## config.mk

```make
export PLATFORM = sky130hd
export DESIGN_NAME = bbcr_top
export DESIGN_NICKNAME = d
export VERILOG_FILES = /design/src/core/bbcr_pkg.sv /design/src/core/bbcr_ch1_if.sv /design/src/core/bbcr_ch1_ctrl.sv /design/src/core/bbcr_top.sv
export SDC_FILE = /design/constraint.sdc
export NUM_CORES = 1
export LEC_CHECK = 0
export ABC_AREA = 0
export BUFFER_PORTS_ARGS = -buffer_cell sky130_fd_sc_hd__buf_2
export CELL_PAD_IN_SITES_DETAIL_PLACEMENT = 1
export CELL_PAD_IN_SITES_GLOBAL_PLACEMENT = 1
export CORE_MARGIN = 3
export CORE_UTILIZATION = 36
export CTS_CLUSTER_DIAMETER = 80
export DETAILED_ROUTE_END_ITERATION = 8
export HOLD_SLACK_MARGIN = 0.02
export PLACE_DENSITY_LB_ADDON = 0.1
export SYNTH_ARGS = -nofsm -noshare
export SYNTH_HDL_FRONTEND = slang
export SYNTH_HIERARCHICAL = 1
export SYNTH_SLANG_ARGS = --single-unit
```

## constraint.sdc

```tcl
create_clock -name i_core_clk -period 3.37 [get_ports i_core_clk]
set_input_delay 0.5055 -clock i_core_clk [delete_from_list [all_inputs] [get_ports i_core_clk]]
set_output_delay 0.5055 -clock i_core_clk [all_outputs]
set_load 0.05 [all_outputs]
```

## src/core/bbcr_pkg.sv

```systemverilog
/*
  Constants, field layouts and types for the two buck-boost channel configuration registers.
  Assumes a single core clock domain and a byte-wide register port fed by the serial host engine.
*/
package bbcr_pkg;
  // Register addresses on the byte register port
  localparam logic [7:0] BBCR_CH1_CFG_OFS = 8'h2C;
  localparam logic [7:0] BBCR_CH2_CFG_OFS = 8'h2D;

  // Channel-1 register field positions
  localparam int BBCR_CH1_DIS_POS = 3;
  localparam int BBCR_CH1_EN_LSB = 0;
  localparam int BBCR_CH1_EN_W = 3;
  localparam int BBCR_CH1_IMPL_W = 4;

  // Channel-2 register field positions
  localparam int BBCR_CH2_LIM_LSB = 6;
  localparam int BBCR_CH2_LIM_W = 2;
  localparam int BBCR_CH2_TV_LSB = 0;
  localparam int BBCR_CH2_TV_W = 6;

  // Values held under asynchronous reset, before the default load, and the value read at unmapped addresses
  localparam logic [3:0] BBCR_CH1_RST = 4'h0;
  localparam logic [7:0] BBCR_CH2_RST = 8'h00;
  localparam logic [7:0] BBCR_RDATA_RST = 8'h00;
  localparam logic [7:0] BBCR_UNMAPPED_RD = 8'h00;

  // Cycles from reset release to the default load
  localparam int BBCR_LOAD_DELAY_CYC = 1;

  // Channel-1 enable selections
  typedef enum logic [2:0] {
    BBCR_EN_SLOT0 = 3'h0,
    BBCR_EN_SLOT1 = 3'h1,
    BBCR_EN_SLOT2 = 3'h2,
    BBCR_EN_SLOT3 = 3'h3,
    BBCR_EN_OFF_A = 3'h4,
    BBCR_EN_OFF_B = 3'h5,
    BBCR_EN_ON_A = 3'h6,
    BBCR_EN_ON_B = 3'h7
  } bbcr_en_sel_t;

  // Peak current limit in milliamps per code
  localparam logic [9:0] BBCR_LIM_MA_0 = 10'h3E8;
  localparam logic [9:0] BBCR_LIM_MA_1 = 10'h362;
  localparam logic [9:0] BBCR_LIM_MA_2 = 10'h2C3;
  localparam logic [9:0] BBCR_LIM_MA_3 = 10'h1F4;

  // Target voltage transfer, millivolts
  localparam logic [12:0] BBCR_MV_BASE_LO = 13'h0320;
  localparam logic [12:0] BBCR_MV_BASE_HI = 13'h0960;
  localparam logic [12:0] BBCR_MV_STEP = 13'h0032;
  localparam logic [5:0] BBCR_TV_MAX_HI = 6'h39;
endpackage

```

## src/core/bbcr_ch1_if.sv

```systemverilog
/*
  Carrier between the register bank and the channel-1 enable controller.
  Assumes both ends run on the core clock.
*/
`timescale 1ns/1ns
interface bbcr_ch1_if;
  logic discharge_en;
  logic [2:0] enable_sel;
  logic ch_on;
  modport regs (output discharge_en, output enable_sel, input ch_on);
  modport ctrl (input discharge_en, input enable_sel, output ch_on);
endinterface

```

## src/core/bbcr_ch1_ctrl.sv

```systemverilog
/*
  Channel-1 enable decode and active-discharge control.
  Assumes sequencer slot and on/off controller levels come from logic on the core clock.
*/
`timescale 1ns/1ns
module bbcr_ch1_ctrl
  import bbcr_pkg::*;
(
  input wire logic i_core_clk,
  input wire logic i_rst_b,
  input wire logic [3:0] i_seq_slot_up,
  input wire logic i_onoff_on,
  bbcr_ch1_if.ctrl ch,
  output logic o_ch1_discharge
);
  logic on_d;
  logic on_q;
  logic dis_q;

  always_comb begin
    case (bbcr_en_sel_t'(ch.enable_sel))
      BBCR_EN_SLOT0, BBCR_EN_SLOT1, BBCR_EN_SLOT2, BBCR_EN_SLOT3: begin
        on_d = i_seq_slot_up[ch.enable_sel[1:0]];
      end
      BBCR_EN_OFF_A, BBCR_EN_OFF_B: begin
        on_d = 1'b0;
      end
      BBCR_EN_ON_A, BBCR_EN_ON_B: begin
        on_d = i_onoff_on;
      end
      default: begin
        on_d = 1'b0;
      end
    endcase
  end

  always_ff @(posedge i_core_clk or negedge i_rst_b) begin
    if (!i_rst_b) begin
      on_q <= 1'b0;
    end else begin
      on_q <= on_d;
    end
  end

  // Resistor only while the channel is not switching, never fighting the converter
  always_ff @(posedge i_core_clk or negedge i_rst_b) begin
    if (!i_rst_b) begin
      dis_q <= 1'b0;
    end else begin
      dis_q <= ch.discharge_en & ~on_d;
    end
  end

  assign ch.ch_on = on_q;
  assign o_ch1_discharge = dis_q;
endmodule

```

## src/core/bbcr_top.sv

```systemverilog
/*
  Configuration register pair for a multi-output buck-boost converter: channel-1 enable and
  discharge, channel-2 peak limit and target voltage, with decoded outputs for the analog side.
  Assumes a byte register port driven by the serial host engine on the core clock, one-time
  programmed defaults that are stable, and a one-cycle system reset event pulse.
*/
// What this block does
// - Channel-1 bits 7:4 absent, written zero
// - Discharge bit applies resistor while channel off
// - Enable codes 0-3 follow sequencer slots 0-3
// - Enable codes 4, 5 force channel off
// - Codes 6, 7 on while on/off on
// - Peak limit code maps to four currents
// - Low variant: 0.8 V plus 50 mV steps
// - High variant: 2.4 V, above 5.25 V invalid
`timescale 1ns/1ns
module bbcr_top
  import bbcr_pkg::*;
(
  input wire logic i_core_clk,
  input wire logic i_rst_b,
  input wire logic i_system_reset_event,
  input wire logic [3:0] i_otp_ch1_cfg,
  input wire logic [7:0] i_otp_ch2_cfg,
  input wire logic i_variant_high,
  input wire logic [7:0] i_reg_addr,
  input wire logic i_reg_wr,
  input wire logic i_reg_rd,
  input wire logic [7:0] i_reg_wdata,
  input wire logic [3:0] i_seq_slot_up,
  input wire logic i_onoff_on,
  output logic [7:0] o_reg_rdata,
  output logic o_ch1_enable,
  output logic o_ch1_discharge,
  output logic [9:0] o_ch2_peak_limit_ma,
  output logic [12:0] o_ch2_target_mv,
  output logic o_ch2_code_valid
);
  logic [3:0] ch1_cfg_q;
  logic [7:0] ch2_cfg_q;
  logic load_pend_q;
  logic reload;
  logic wr_ch1;
  logic wr_ch2;
  logic [7:0] rdata_d;
  logic [7:0] rdata_q;
  logic [9:0] lim_ma_d;
  logic [9:0] lim_ma_q;
  logic [12:0] mv_q;
  logic valid_q;
  logic [BBCR_CH2_LIM_W-1:0] ch2_limit;
  logic [BBCR_CH2_TV_W-1:0] ch2_tv;

  bbcr_ch1_if ch1 ();

  // Defaults may not be caught under the asynchronous reset, so they load one edge later
  always_ff @(posedge i_core_clk or negedge i_rst_b) begin
    if (!i_rst_b) begin
      load_pend_q <= 1'b1;
    end else begin
      load_pend_q <= 1'b0;
    end
  end

  assign reload = load_pend_q | i_system_reset_event;
  assign wr_ch1 = i_reg_wr && (i_reg_addr == BBCR_CH1_CFG_OFS);
  assign wr_ch2 = i_reg_wr && (i_reg_addr == BBCR_CH2_CFG_OFS);

  // Reload beats a write in the same cycle
  always_ff @(posedge i_core_clk or negedge i_rst_b) begin
    if (!i_rst_b) begin
      ch1_cfg_q <= BBCR_CH1_RST;
    end else if (reload) begin
      ch1_cfg_q <= i_otp_ch1_cfg;
    end else if (wr_ch1) begin
      ch1_cfg_q <= i_reg_wdata[BBCR_CH1_IMPL_W-1:0];
    end
  end

  always_ff @(posedge i_core_clk or negedge i_rst_b) begin
    if (!i_rst_b) begin
      ch2_cfg_q <= BBCR_CH2_RST;
    end else if (reload) begin
      ch2_cfg_q <= i_otp_ch2_cfg;
    end else if (wr_ch2) begin
      ch2_cfg_q <= i_reg_wdata;
    end
  end

  assign ch1.discharge_en = ch1_cfg_q[BBCR_CH1_DIS_POS];
  assign ch1.enable_sel = ch1_cfg_q[BBCR_CH1_EN_LSB +: BBCR_CH1_EN_W];
  assign ch2_limit = ch2_cfg_q[BBCR_CH2_LIM_LSB +: BBCR_CH2_LIM_W];
  assign ch2_tv = ch2_cfg_q[BBCR_CH2_TV_LSB +: BBCR_CH2_TV_W];

  // Absent channel-1 bits read as zero; unmapped addresses read a fixed value
  always_comb begin
    case (i_reg_addr)
      BBCR_CH1_CFG_OFS: begin
        rdata_d = {4'h0, ch1_cfg_q};
      end
      BBCR_CH2_CFG_OFS: begin
        rdata_d = ch2_cfg_q;
      end
      default: begin
        rdata_d = BBCR_UNMAPPED_RD;
      end
    endcase
  end

  // Read data holds until the next read strobe
  always_ff @(posedge i_core_clk or negedge i_rst_b) begin
    if (!i_rst_b) begin
      rdata_q <= BBCR_RDATA_RST;
    end else if (i_reg_rd) begin
      rdata_q <= rdata_d;
    end
  end

  always_comb begin
    case (ch2_limit)
      2'h0: begin
        lim_ma_d = BBCR_LIM_MA_0;
      end
      2'h1: begin
        lim_ma_d = BBCR_LIM_MA_1;
      end
      2'h2: begin
        lim_ma_d = BBCR_LIM_MA_2;
      end
      default: begin
        lim_ma_d = BBCR_LIM_MA_3;
      end
    endcase
  end

  always_ff @(posedge i_core_clk or negedge i_rst_b) begin
    if (!i_rst_b) begin
      lim_ma_q <= BBCR_LIM_MA_0;
    end else begin
      lim_ma_q <= lim_ma_d;
    end
  end

  // Linear in both variants; only the base differs
  always_ff @(posedge i_core_clk or negedge i_rst_b) begin
    if (!i_rst_b) begin
      mv_q <= BBCR_MV_BASE_LO;
    end else if (i_variant_high) begin
      mv_q <= BBCR_MV_BASE_HI + 13'(ch2_tv) * BBCR_MV_STEP;
    end else begin
      mv_q <= BBCR_MV_BASE_LO + 13'(ch2_tv) * BBCR_MV_STEP;
    end
  end

  // Codes past the top step of the high variant are flagged, the value is still passed on
  always_ff @(posedge i_core_clk or negedge i_rst_b) begin
    if (!i_rst_b) begin
      valid_q <= 1'b1;
    end else begin
      valid_q <= !i_variant_high || (ch2_tv <= BBCR_TV_MAX_HI);
    end
  end

  bbcr_ch1_ctrl u_ch1_ctrl (
    .i_core_clk(i_core_clk),
    .i_rst_b(i_rst_b),
    .i_seq_slot_up(i_seq_slot_up),
    .i_onoff_on(i_onoff_on),
    .ch(ch1.ctrl),
    .o_ch1_discharge(o_ch1_discharge)
  );

  assign o_reg_rdata = rdata_q;
  assign o_ch1_enable = ch1.ch_on;
  assign o_ch2_peak_limit_ma = lim_ma_q;
  assign o_ch2_target_mv = mv_q;
  assign o_ch2_code_valid = valid_q;
endmodule
```

# After elaboration in Yosys (flattened, before gate mapping)
# Cells that the tools add are included.
dict set report word_totals {
  inputBits 39
  regBits 47
}
dict set report op_classes {
  multipliers 1
  n_reduce_logical 11
  addsub 2
  mux 10
  n_lt_le_gt_ge 2
  bitwise 3
  eq_ne 11
}
# cell n
set ops {}
lappend ops {{$pmux W10 S3} 1}
lappend ops {{$eq A8 B6 Y1 const B} 2}
lappend ops {{$mux W8} 2}
lappend ops {{$pmux W8 S2} 1}
lappend ops {{$add A10 B12 Y13 const A} 1}
lappend ops {{$add A12 B12 Y13 const A} 1}
lappend ops {{$mux W13} 1}
lappend ops {{$eq A3 B3 Y1 const B} 4}
lappend ops {{$mul A6 B5 Y11 const B} 1}
lappend ops {{$mux W4} 2}
lappend ops {{$eq A3 B2 Y1 const B} 2}
lappend ops {{$le A6 B6 Y1 const B} 1}
lappend ops {{$reduce_bool A2 Y1} 2}
lappend ops {{$reduce_or A2 Y1} 2}
lappend ops {{$reduce_or A4 Y1} 1}
lappend ops {{$eq A3 B1 Y1 const B} 1}
lappend ops {{$logic_not A3 Y1} 1}
lappend ops {{$lt A2 B3 Y1 const B} 1}
lappend ops {{$pmux W1 S3} 1}
lappend ops {{$bmux W1 S2} 1}
lappend ops {{$eq A2 B1 Y1 const B} 1}
lappend ops {{$eq A2 B2 Y1 const B} 1}
lappend ops {{$logic_and A1 B1 Y1} 2}
lappend ops {{$logic_not A2 Y1} 1}
lappend ops {{other kinds (6)} 6}

# Depth between registers and ports, before layout
dict set report logic_depth {
  ltp_word 5
  mapped_depth 13
  ltp_nobuf 13
}

# Modules after synthesis
# Netlist, hierarchy kept.
# module n_inst cells_each area_per_inst_um2
set modules_own_cells {}
lappend modules_own_cells {bbcr_top 1 210 2318.5}
lappend modules_own_cells {bbcr_ch1_ctrl 1 8 118.9}

# Worst setup path before layout
# OpenSTA, ideal clock, no wires.
dict set report synth_timing {
  path_type {reg-to-reg}
  start {reg ch2_cfg_q[1]}
  end {reg mv_q[12], in the netlist o_ch2_target_mv[12]}
  arrival_ps 3180
  n_path_buf 0
  stages_incl_launch_ff 12
  path_slack_ps 70
  cell_sequence {dfrtp_1 -> ha_1 -> ha_1 -> ha_1 -> fa_1 -> a21o_1 -> a21oi_1 -> xnor2_1 -> ha_1 -> nor3b_1 -> a211o_1 -> a31o_1}
}
dict set report synth_via {
  elab_chain_cells 3
  word_cells_on_any_way 4
}
# item line_no
set synth_lines {}
lappend synth_lines {{start: declaration} bbcr_top.sv:40} ;# logic [7:0] ch2_cfg_q;
lappend synth_lines {{start signal: assignment} bbcr_top.sv:84} ;# ch2_cfg_q <= i_otp_ch2_cfg;
lappend synth_lines {{start signal: assignment} bbcr_top.sv:86} ;# ch2_cfg_q <= i_reg_wdata;
lappend synth_lines {{$mul A6 B5 Y11 *} {bbcr_top.sv:149, bbcr_top.sv:151}}
lappend synth_lines {{$add A10 B12 Y13 / $add A12 B12 Y13 (equally long branches)} {bbcr_top.sv:151, bbcr_top.sv:149}}
lappend synth_lines {{$mux W13 *} bbcr_top.sv:148} ;# end else if (i_variant_high) begin
lappend synth_lines {{end signal: assignment} bbcr_top.sv:149} ;# mv_q <= BBCR_MV_BASE_HI + 13'(ch2_tv) * BBCR_MV_STEP;
lappend synth_lines {{end signal: assignment} bbcr_top.sv:151} ;# mv_q <= BBCR_MV_BASE_LO + 13'(ch2_tv) * BBCR_MV_STEP;
lappend synth_lines {{end: declaration} bbcr_top.sv:49} ;# logic [12:0] mv_q;
# Every way passes the cells marked *; elsewhere a longest branch is shown, timed or not.
# A chain may end at the register's enable or synchronous reset.

# Final worst setup path
# Same ends and word-level chain as after synthesis.

==> impl_metrics.csv <==
group,metric,value,unit
floorplanning,rows,29,
cts,cts_buffer_depth,2,
detailed_routing,vias,1815,
timing,relSlewSlack,35.5,%
power_and_ir_drop,switching_share,41.8,%
cells_and_area,nNetsFinal,371,
yosys,synth_seq_cells,43,
setup_path,start_kind,"register",
cells_and_area,num_antenna_cells,0,
timing,hold_violations,0,
setup_path,critPathBufInv,2,
floorplanning,initial_utilization,37.7,%
timing,finalSetupTns,0,ns
setup_path,cp.required,3.56,ns
cells_and_area,layout_commonest_cell,"buf_2",
global_route,grtUsageTotal,14.9,%
yosys,seq_area_frac_synth,44.6,%
timing,finClkSkew,0.0100,ns
yosys,synth.distinct_cells,43,
cts,clk_pin_slew,0.09,ns
hold_path,hp-class,"input port to async pin",
global_route,grt.overflow.total,0,
cts,cts-root-buf,"clkbuf_8",
yosys,ys_warn_count,6,
run_status,outcome,"finished, final reports clean",
cells_and_area,final_core_util,47.4,%
setup_path,max_stage_delay,0.41,ns
detailed_routing,dr.pass1.iters,4,
timing,layout_min_cycle_time,3.28,ns
setup_path,critical-path-slowest-cell,"dfrtp_1",
cells_and_area,mostFrequentLayoutCells,"buf_2 (70), dfrtp_1 (34), ha_1 (29)",
yosys,synth_edf_count,0,
power_and_ir_drop,switchingPower,760,uW
detailed_routing,wirelength,5.55,mm
timing,fin_crit_sh,97.4,%
cts,cts_made_buffers,5,
cts,cts.sinks,43,
power_and_ir_drop,internal_power,1060,uW
yosys,synth_cells,218,
setup_path,path_delay_family,"adder cells",
global_route,antenna_found_initial,0,
cells_and_area,drive_gt1_share,38.6,%
power_and_ir_drop,power_density,594,mW/mm^2
yosys,syn_area_per_cell,11.2,sq um
floorplanning,coreArea,0.00646,sq mm
cts,h-tree-depth,2,
detailed_routing,wl_per_cell,14.8,um
cts,insertion_delay,0.30,ns
timing,achievable-frequency,305,MHz
power_and_ir_drop,clkPwrFrac,18.9,%
power_and_ir_drop,peakVddDrop,0.194,mV
floorplanning,die_h,88.3,um
detailed_routing,drc,0,
placement,finalWeightedCongestion,0.777,
power_and_ir_drop,leakage,0.00160,uW
cts,cts_tree,"done",
timing,setup_violations,0,
timing,holdWs,0.342,ns
global_route,grt_pass1_wl,9.03,mm
setup_path,cp_max_fo,4,
floorplanning,io_pins,73,
global_route,grt_max_degree,44,
timing,tightest_slew,0.967,ns
timing,drv_slew,0,
detailed_routing,drt-vias-per-instance,4.84,
yosys,synthFlopType,"dfrtp_1",
setup_path,criticalPathCategory,"register to register",
cts,hold_buffers,0,
detailed_routing,ant_nets,0,
job,maxCapViolations,0,
setup_path,cp.arrival,3.47,ns
floorplanning,die_area,0.00779,sq mm
placement,post-dp-hpwl,4.26,mm
setup_path,critPathCaptureType,"register",
yosys,async_reset_ff_share,100,%
power_and_ir_drop,power_frac_comb,45.6,%
yosys,synth_area,0.00244,sq mm
floorplanning,die_w,88.3,um
global_route,grt_pass1_vias,1920,
power_and_ir_drop,p_seq_share,35.5,%
cells_and_area,area_delta_synth_final,25.5,%
placement,placement.io_buffers,70,
setup_path,crit_chain,"buf_4 -> ha_1 -> ha_4 -> ha_4 -> fa_2 -> a21o_1 -> a21oi_2 -> xnor2_1 -> ha_1 -> buf_4 -> a211o_1 -> a31o_1",
detailed_routing,dr.first_iter.drc_count,26,
[final cells by class]
type	instances	area (sq um)
fill	749	3400
multi-input combinational	144	1250
sequential	43	1090
timing repair buffer	81	433
inverter	22	96.3
tap	77	96.3
clock buffer	5	68.8
clock inverter	3	23.8
[flip-flops by register name, indices dropped and copies added, names as in the netlist]
register and count:
o_ch2_target_mv 12, ch2_cfg_q 8, o_reg_rdata 8, o_ch2_peak_limit_ma 7, ch1_cfg_q 4, load_pend_q 1
o_ch2_code_valid 1, u_ch1_ctrl/ch.ch_on 1, u_ch1_ctrl/o_ch1_discharge 1
[per-layer routing]
| metal | vias up | track usage [%] | wire length [um] |
|---|---|---|---|
| met4 | 0 | 3.30 | 48 |
| met3 | 5 | 3.35 | 260 |
| met1 | 872 | 18.0 | 2320 |
| met5 | - | 0 | 0 |
| met2 | 48 | 27.1 | 2920 |
| li1 | 890 | - | - |
[Yosys cell counts (all sizes together), types with 3 or more instances]
cell type   n  share of area [%]
buf         5                1.7
nor2       11                1.7
mux2i      13                5.3
a22oi       4                1.2
ha         33                 17
xor2        3                1.1
nand3       4               0.82
a21oi       7                1.4
dfstp       9                9.7
inv        21                3.2
xnor2       6                2.2
o21ai      18                3.7
clkbuf      5               0.77
dfrtp      34                 35
nand2      14                2.5
[cells by family after synthesis]
family	Yosys count	synth area share, %
multiplexers	14	5.95
other	2	0.308
AND/OR/NAND/NOR	41	9.96
XOR/XNOR	9	3.23
AO/OA/AOI/OAI	42	10.9
buffers and inverters	32	6.42
flip-flops	43	44.6
adder cells (fa/ha/maj)	35	18.6
[worst paths after layout]
kind	startpoint	slack [ns]	depth (start not counted)	endpoint
min	i_rst_b	0.34	1	o_ch2_target_mv[12]$_DFF_PN0_
max	ch2_cfg_q[1]$_DFFE_PN0P_	0.09	12	o_ch2_target_mv[12]$_DFF_PN0_
max reg2reg	ch2_cfg_q[1]$_DFFE_PN0P_	0.09	12	o_ch2_target_mv[12]$_DFF_PN0_
min in group i_core_clk	i_otp_ch2_cfg[0]	0.42	3	ch2_cfg_q[0]$_DFFE_PN0P_
max in group asynchronous	i_rst_b	2.40	1	ch2_cfg_q[3]$_DFFE_PN0P_
min reg2reg	o_reg_rdata[7]$_DFFE_PN0P_	0.52	2	o_reg_rdata[7]$_DFFE_PN0P_
[what timing repair did]
| item | CTS | global route |
|---|---|---|
| buffers inserted | 1 | 4 |
| pin swaps | 0 | 6 |
| endpoints found under the setup margin | 3 | 3 |
| gates resized for setup | 3 | 4 |
[worst register-to-register path: cells and delay by family (launching register included)]
kind                       cells  cell delay, ns
adders and majority gates      5            1.43
AOI/OAI and AO/OA              4            0.90
DFF                            1            0.41
buffers and inverters          2            0.28
xor gates and xnor gates       1            0.15
[through the flow]
step,setup slack [ns],cell area (sq um),power [uW],cells
2_1_floorplan,0.0701,2440,1240,219
3_3_place_gp,-0.000653,2870,1440,362
3_5_place_dp,-0.132,2870,1450,362
4_1_cts,0.0222,2990,1820,371
5_1_grt,-0.0364,3060,1940,375
6_report,0.0887,3060,1820,375
[power groups by stage]
stage                     clock (uW)  combinational (uW)  sequential, uW
after floorplan                    0                 346             898
after global placement             0                 785             656
after detailed placement           0                 796             656
after CTS                        361                 813             647
after global routing             383                 899             658
final                            343                 827             645
Note: power is estimated with default switching activity, not from simulation.
